### src/sba_pkg.sv
// Notes on behaviour
// - Request phase only while holding ownership
// - Identity zero to three, unique per agent
// - Circular priority order 0,1,2,3 then wrap
// - Keep own identity, rotating identity, busy bit
// - Rotating identity marks next lowest priority
// - Reset loads rotating identity with three
// - Winner identity loads rotating identity
// - Priority request blocks new unlocked requests
// - Locked sequence keeps bus until finished
// - Owner drives lock line during locked sequence
// - Stall line stops owner issuing transactions
// - Drive own request pin, observe three others
// - Identity decoded from observe pins at reset
// - Identity fixed until next reset
// - Idle after address error, bus init, reset
// - Idle grant two clocks, busy four minimum; code hands over from busy with no four-clock minimum
// - Owner may park without pending transaction
// - Busy on win, stays busy while owned
// - All arbitration lines deasserted during reset
package sba_pkg;

    localparam int        SBA_NUM_AGENTS    = 4;
    localparam logic [1:0] SBA_ROT_RESET    = 2'h3;
    localparam logic [1:0] SBA_ID_OBS1      = 2'h3;
    localparam logic [1:0] SBA_ID_OBS2      = 2'h2;
    localparam logic [1:0] SBA_ID_OBS3      = 2'h1;
    localparam logic [1:0] SBA_ID_NONE      = 2'h0;
    localparam int        SBA_ISSUE_SPACING = 3;
    localparam int        SBA_GAP_W         = 4;

    // Bus pins, all active low as on the wire
    typedef struct packed {
        logic       own_request_pin_b;
        logic [3:1] observe_pin_b;
        logic       priority_request_line_b;
        logic       lock_line_b;
        logic       stall_line_b;
        logic       address_error_line_b;
        logic       bus_initialization_line_b;
    } sba_bus_in_t;

    typedef struct packed {
        logic own_request_pin_b_o;
        logic own_request_pin_oe;
        logic lock_line_b_o;
        logic lock_line_oe;
        logic stall_line_b_o;
        logic stall_line_oe;
    } sba_bus_out_t;

    // Core side
    typedef struct packed {
        logic txn_pending;
        logic txn_locked;
        logic stall_req;
    } sba_core_in_t;

    typedef struct packed {
        logic       txn_issue;
        logic       owner;
        logic       busy;
        logic       id_valid;
        logic [1:0] own_identity;
        logic [1:0] rotating_identity;
        logic       lock_active;
    } sba_core_out_t;

    // Whole agent state
    typedef struct packed {
        logic                 id_valid;
        logic [1:0]           own_identity;
        logic [1:0]           rotating_identity;
        logic                 busy;
        logic [3:0]           req_seen;
        logic                 prio_seen;
        logic                 stall_seen;
        logic                 req_drive;
        logic                 lock_active;
        logic                 stall_drive;
        logic                 txn_issue;
        logic [SBA_GAP_W-1:0] gap;
    } sba_state_t;

endpackage

### src/sba_agent.sv
`timescale 1ns/1ps
module sba_agent #(
    parameter int ISSUE_SPACING = sba_pkg::SBA_ISSUE_SPACING
) (
    // Clock and reset
    input  wire logic                  CORE_CLK,
    input  wire logic                  RST_B,
    // Arbitration pins
    input  wire sba_pkg::sba_bus_in_t  BUS_I,
    output      sba_pkg::sba_bus_out_t BUS_O,
    // Core side
    input  wire sba_pkg::sba_core_in_t CORE_I,
    output      sba_pkg::sba_core_out_t CORE_O
);

    localparam int GAP_MAX = (1 << sba_pkg::SBA_GAP_W) - 1;

    // Spacing must fit the gap counter
    if (ISSUE_SPACING < 1 || ISSUE_SPACING > GAP_MAX + 1) begin : g_bad_spacing
        $error("ISSUE_SPACING out of range");
    end

    localparam logic [sba_pkg::SBA_GAP_W-1:0] GAP_LOAD =
        sba_pkg::SBA_GAP_W'(ISSUE_SPACING - 1);

    sba_pkg::sba_state_t s_r;
    sba_pkg::sba_state_t s_nxt;

    // Identity from observe pins sampled at reset release
    function automatic logic [1:0] decode_identity(input logic [3:1] obs_b);
        logic [1:0] id;
        id = sba_pkg::SBA_ID_NONE;
        if (!obs_b[1]) begin
            id = sba_pkg::SBA_ID_OBS1;
        end else if (!obs_b[2]) begin
            id = sba_pkg::SBA_ID_OBS2;
        end else if (!obs_b[3]) begin
            id = sba_pkg::SBA_ID_OBS3;
        end
        return id;
    endfunction

    // Pin n of own_identity carries the request of own_identity+n
    function automatic logic [3:0] map_requests(input logic [3:0] raw,
                                                input logic [1:0] id);
        logic [3:0] res;
        res = 4'h0;
        for (int n = 0; n < sba_pkg::SBA_NUM_AGENTS; n++) begin
            res[2'(id + 2'(n))] = raw[n];
        end
        return res;
    endfunction

    // First requester after the rotating identity
    function automatic logic [1:0] pick_winner(input logic [3:0] req,
                                               input logic [1:0] rot);
        logic [1:0] win;
        logic       found;
        win   = rot;
        found = 1'b0;
        for (int k = 1; k <= sba_pkg::SBA_NUM_AGENTS; k++) begin
            if (!found && req[2'(rot + 2'(k))]) begin
                win   = 2'(rot + 2'(k));
                found = 1'b1;
            end
        end
        return win;
    endfunction

    logic       owner;
    logic [3:0] others_req;
    logic [3:0] raw_req;
    logic       issue_ok;
    logic       bus_fault;

    always_comb begin
        s_nxt      = s_r;
        owner      = s_r.busy && (s_r.rotating_identity == s_r.own_identity);
        others_req = s_r.req_seen;
        others_req[s_r.own_identity] = 1'b0;
        raw_req    = ~{BUS_I.observe_pin_b, BUS_I.own_request_pin_b};
        bus_fault  = !BUS_I.address_error_line_b || !BUS_I.bus_initialization_line_b;

        // First edge after release catches the straps; never touched again
        if (!s_r.id_valid) begin
            s_nxt.id_valid     = 1'b1;
            s_nxt.own_identity = decode_identity(BUS_I.observe_pin_b);
        end

        // One registered sample shared by all agents keeps copies equal
        // Strap levels at the capture edge are not requests
        s_nxt.req_seen   = s_r.id_valid ? map_requests(raw_req, s_r.own_identity)
                                        : '0;
        s_nxt.prio_seen  = !BUS_I.priority_request_line_b;
        s_nxt.stall_seen = !BUS_I.stall_line_b;

        // Shared arbitration state, identical in every agent
        if (!s_r.busy) begin
            if (|s_r.req_seen) begin
                s_nxt.rotating_identity = pick_winner(s_r.req_seen,
                                                      s_r.rotating_identity);
                s_nxt.busy              = 1'b1;
            end
        end else if (!s_r.req_seen[s_r.rotating_identity]) begin
            if (|s_r.req_seen) begin
                s_nxt.rotating_identity = pick_winner(s_r.req_seen,
                                                      s_r.rotating_identity);
                s_nxt.busy              = 1'b1;
            end else begin
                s_nxt.busy = 1'b0;
            end
        end

        // Park while nobody else wants the bus; a lock never lets go
        s_nxt.req_drive = s_r.id_valid && (CORE_I.txn_pending || s_r.lock_active
                          || (owner && !(|others_req)));

        // Locked work bypasses the priority agent, never the stall line
        issue_ok = owner && CORE_I.txn_pending && !s_r.stall_seen
                   && (!s_r.prio_seen || s_r.lock_active)
                   && (s_r.gap == '0) && !s_r.txn_issue;
        s_nxt.txn_issue = issue_ok;
        if (issue_ok) begin
            s_nxt.gap = GAP_LOAD;
        end else if (s_r.gap != '0) begin
            s_nxt.gap = s_r.gap - 1'b1;
        end

        if (!CORE_I.txn_locked) begin
            s_nxt.lock_active = 1'b0;
        end else if (issue_ok) begin
            s_nxt.lock_active = 1'b1;
        end

        s_nxt.stall_drive = s_r.id_valid && CORE_I.stall_req;

        // Fault drops ownership and every drive; bus init also rewinds priority
        if (bus_fault) begin
            s_nxt.busy        = 1'b0;
            // Requests seen at the fault edge are dropped so no stale win follows
            s_nxt.req_seen    = '0;
            s_nxt.req_drive   = 1'b0;
            s_nxt.lock_active = 1'b0;
            s_nxt.stall_drive = 1'b0;
            s_nxt.txn_issue   = 1'b0;
            s_nxt.gap         = '0;
            if (!BUS_I.bus_initialization_line_b) begin
                s_nxt.rotating_identity = sba_pkg::SBA_ROT_RESET;
            end
        end
    end

    always_ff @(posedge CORE_CLK or negedge RST_B) begin
        if (!RST_B) begin
            s_r                   <= '0;
            s_r.rotating_identity <= sba_pkg::SBA_ROT_RESET;
        end else begin
            s_r <= s_nxt;
        end
    end

    // Own pin floats until the identity is taken so the central agent can strap it
    always_comb begin
        BUS_O.own_request_pin_b_o = !s_r.req_drive;
        BUS_O.own_request_pin_oe  = s_r.id_valid;
        BUS_O.lock_line_b_o       = !s_r.lock_active;
        BUS_O.lock_line_oe        = s_r.lock_active;
        BUS_O.stall_line_b_o      = !s_r.stall_drive;
        BUS_O.stall_line_oe       = s_r.stall_drive;
    end

    always_comb begin
        CORE_O.txn_issue         = s_r.txn_issue;
        CORE_O.owner             = s_r.busy && (s_r.rotating_identity == s_r.own_identity);
        CORE_O.busy              = s_r.busy;
        CORE_O.id_valid          = s_r.id_valid;
        CORE_O.own_identity      = s_r.own_identity;
        CORE_O.rotating_identity = s_r.rotating_identity;
        CORE_O.lock_active       = s_r.lock_active;
    end

endmodule // sba_agent

### config.mk
export PLATFORM = sky130hd
export DESIGN_NAME = sba_agent
export DESIGN_NICKNAME = d
export VERILOG_FILES = /design/src/sba_pkg.sv /design/src/sba_agent.sv
export SDC_FILE = /design/constraint.sdc
export NUM_CORES = 1
export LEC_CHECK = 0
export BUFFER_PORTS_ARGS = -buffer_cell sky130_fd_sc_hd__buf_2
export CAP_MARGIN = 15
export CORE_AREA = 2 2 50 52
export CTS_CLUSTER_SIZE = 12
export DETAILED_ROUTE_END_ITERATION = 10
export DIE_AREA = 0 0 52 54
export MAX_ROUTING_LAYER = met4
export PLACE_DENSITY = 0.82
export SYNTH_ARGS = -nofsm -noshare
export SYNTH_HDL_FRONTEND = slang
export SYNTH_SLANG_ARGS = --single-unit
export TNS_END_PERCENT = 50
### constraint.sdc
create_clock -name CORE_CLK -period 2.2 [get_ports CORE_CLK]
set_input_delay 0.22 -clock CORE_CLK [delete_from_list [all_inputs] [get_ports CORE_CLK]]
set_output_delay 0.22 -clock CORE_CLK [all_outputs]
set_load 0.02 [all_outputs]
Word level (Yosys, flattened, before mapping)
Index checks and enable logic that the tools add are counted.
- logic and storage cells: 143
- output and inout port bits: 15
- register bits after elaboration: 20
- bits of input ports: 14
- add/subtract/negate cells: 7
- muxes and demuxes: 61
- eq/ne operators: 2
- bitwise logic cells: 4
- reduce and logical (&&, ||, !) cells: 45
- $lt $le $gt $ge: 12
- operators with widths (operator ; count):
    two-way mux 1 bit ; 31
    less-than comparator 2 x 3 -> 1 bit (second input constant) ; 8
    two-way mux 2 bit ; 11
    logical AND 1 bit ; 19
    logical NOT 1 bit ; 17
    bitwise mux 4 bit ; 3
    two-way mux 4 bit ; 3
    two-way mux 3 bit ; 3
    adder 2 bit (second input constant) ; 4
    AND 4 bit ; 2
    binary-select mux 1 bit (select 2 bit) ; 4
    demux 1 bit (select 2 bit) ; 4
    >= comparator 2 x 1 -> 1 bit (second input constant) ; 4
    two-way mux 8 bit ; 1
    NOT 4 bit ; 2
    OR reduction 4 bit ; 2
    two-way mux 7 bit ; 1
    adder 2 x 1 -> 2 bit (second input constant) ; 2
    logical NOT 4 bit ; 1
    logical OR 1 bit ; 4
    nonzero test 4 bit ; 1
    subtractor 4 x 1 -> 4 bit (second input constant) ; 1
    != test 3 x 1 -> 1 bit (second input constant) ; 1
    nonzero test 3 bit ; 1
    equality test 2 bit ; 1

Depth between registers and ports, before layout
- depth after elaboration: 27
- gate-level depth with buffers: 5
- gate-level depth less buffers: 5

Least setup slack after synthesis
OpenSTA, ideal clock, no wires.
- kind: register to register
- start: register s_r (netlist bit CORE_O[2])
- end: register s_r (netlist bit CORE_O[2])
- path buffers: 0
- cell stages (with the launch flop): 4
- data arrival time: 1.434 ns
- slack: 0.672 ns
- setup time: 0.094 ns
- required time: 2.106 ns
- clock period less this slack: 1.528 ns
- cells stage by stage: dfstp_2 -> mux4_2 -> and2_4 -> o311ai_2
- RTL lines (what ; line ; text):
    from (decl) ; sba_agent.sv:26 ; sba_pkg::sba_state_t s_r;
    from (signal assigned) ; sba_agent.sv:158 ; s_r <= s_nxt;

==> results_dict.tcl <==
set metrics [dict create \
    status "finished clean" \
    cts_buffers 3 \
    num_vias 880 \
    crit_required_ps 1980 \
    hold_buffers 1 \
    num_antenna_cells 0 \
    finalSetupViolCount 0 \
    synth-main-ff-cell "dfrtp_1" \
    hold_violations 0 \
    placed_cells 163 \
    layout_commonest_cell "buf_2" \
    multi_input_area_um2 527 \
    grt_max_degree 21 \
    fin_worst_skew_ps 6.21 \
    fmax_mhz 568 \
    leakagePower_uw 0.000643 \
    ios 29 \
    mostFrequentLayoutCells "27 x buf_2, 18 x dfrtp_1, 11 x nor2_1, 10 x inv_1, 8 x mux2i_1" \
    clk_pin_slew_ps 120 \
    crit_path_start_kind "flop" \
    wire_per_inst_um 12.8 \
    htree_levels 1 \
    fin_ws_ps 438 \
    peakVddDrop_mv 0.434 \
    die_area_um2 2810 \
    antenna_found_initial 0 \
    pre_cts_ws_ps 475 \
    synth_compound_area_frac 0.107 \
    synth_mux_area_frac 0.124 \
    synth-simple-area-share 0.164 \
    post_cts_buffers 0 \
    synth-edff-count 0 \
    crit_type "reg2out" \
    final_nets 155 \
    grt_pass1_wl_um 3360 \
    grt_overflow_total 0 \
    synthesis.nets 140 \
    drv_slew 0 \
    yosysSeqAreaShare 0.421 \
    ys_ff_latch 20 \
    nFillCells 207 \
    p_total_uw 964 \
    min_path_type "in2reg" \
    synthCells 124 \
    drtIter0Drc 20 \
    synth_top_family_by_area "simple AND/OR/NAND/NOR gates" \
    clock_sinks 20 \
    seq_area_um2 503 \
    hold_slack_ps 42.8 \
    start_util 0.515 \
    yosysWarningCount 0 \
    clock-root-buffer "clkbuf_4" \
    synth_area_um2 1190 \
    fp.coreArea_um2 2320 \
    synth_fa_ha_area_frac 0.0209 \
    gp_congestion 0.745 \
    via_per_inst 5.24 \
    cts_tree "done" \
    die_x_um 52 \
    remaining_drc_errors 0 \
    synthXorXnorAreaFrac 0.0220 \
    ys_types 36 \
    io_buffers 27 \
    clkLatencyLatePin_ps 300 \
    async_reset_ff_frac 1.00 \
    cts_buffer_depth 2 \
    ctsResizeCount 0 \
    critical_path.max_fanout 12 \
    power_density_nw_per_um2 740 \
    track_usage 0.163 \
    finalSetupTns_ps 0 \
    endpoint_kind "output pin" \
    syn_area_per_cell_um2 9.64 \
    finalCriticalPeriod_ps 1760 \
    drv_cap 0 \
    drt-total-wl_um 2150 \
    period_share 0.801 \
    layout-drive-gt1-share 0.297 \
    die_h_um 54 \
    stdcell_count 168 \
    syn2layout_area_growth_pct 9.01 \
    drtPass1Iterations 4 \
    dp_hpwl_um 1620 \
    rsz0062_at_grt "false" \
    arrival_ps 1540 \
    ant_nets 0 \
    grt_pass1_vias 750 \
    num_rows 18 \
]
metal layers:
layer  vias up  wire (um)  track usage
met5         -          0            -
met4         0         19       0.0395
met3         2         88       0.0250
met2        20       1070        0.255
met1       419        969        0.223
li1        439          -            -
cell usage after synthesis, types with 2 or more instances:
| master | instances | area share |
|---|---|---|
| dfrtp_1 | 18 | 0.38 |
| buf_4 | 13 | 0.082 |
| nor2_1 | 11 | 0.035 |
| inv_1 | 10 | 0.031 |
| mux2i_1 | 8 | 0.067 |
| a21oi_1 | 6 | 0.025 |
| nand2_1 | 6 | 0.019 |
| nand3_1 | 5 | 0.021 |
| nor3_1 | 5 | 0.021 |
| mux2_2 | 4 | 0.038 |
| o21ai_0 | 4 | 0.017 |
| buf_2 | 3 | 0.013 |
| xnor2_1 | 3 | 0.022 |
| and2_1 | 2 | 0.010 |
| and3_1 | 2 | 0.010 |
| dfstp_2 | 2 | 0.044 |
| ha_1 | 2 | 0.021 |
| o21a_1 | 2 | 0.013 |
path summary, 6_finish.rpt:
check	start	end	slack (ps)	cells after the start
min	BUS_I[2]	s_r[8]	40	2
min in group asynchronous	RST_B	BUS_O[2]	380	2
min reg2reg	s_r[3]	s_r[3]	560	2
max reg2reg	CORE_O[2]	CORE_O[2]	450	3
max in group asynchronous	RST_B	CORE_O[2]	1490	2
max	CORE_O[2]	CORE_O[7]	440	3
area by class of cell:
| cell class | instances | area share |
|---|---|---|
| clock buffers | 3 | 0.0173 |
| clock inverters | 1 | 0.0231 |
| inverters | 10 | 0.0288 |
| multi-input cells | 76 | 0.404 |
| flip-flops and latches | 20 | 0.386 |
| well taps | 30 | 0.0288 |
| repair buffers | 28 | 0.111 |
worst max-delay path, stage by stage (launching register included):
cell	delay, ps
dfstp_2	680
xnor2_1	140
and3_1	240
buf_2	190
registers in the layout (all words and copies together), names as in the netlist:
signal  flops
s_r        11
CORE_O      6
BUS_O       3
stage by stage:
| stage | area [um^2] | util |
|---|---|---|
| floorplan | 1190 | - |
| global placement | 1240 | 0.535 |
| detailed placement | 1240 | 0.535 |
| CTS | 1300 | 0.561 |
| global route | 1300 | 0.561 |
| finish | 1300 | 0.561 |
cell families (layout without fill, tap and decap cells):
| family | after synthesis | after routing |
|---|---|---|
| flip-flops | 20 | 20 |
| AO/OA/AOI/OAI | 18 | 18 |
| multiplexers | 13 | 13 |
| adder cells (fa/ha/maj) | 2 | 2 |
| other | 1 | 1 |
| AND/OR/NAND/NOR | 39 | 39 |
| buffers and inverters | 28 | 42 |
| XOR/XNOR | 3 | 3 |
report_power, final:
group	internal (uW)	total [uW]	leakage [uW]	switching [uW]
clock	184	295	0.0000279	111
sequential	398	440	0.000257	41.8
combinational	105	228	0.000358	123
Note: power is estimated with default switching activity, not from simulation.
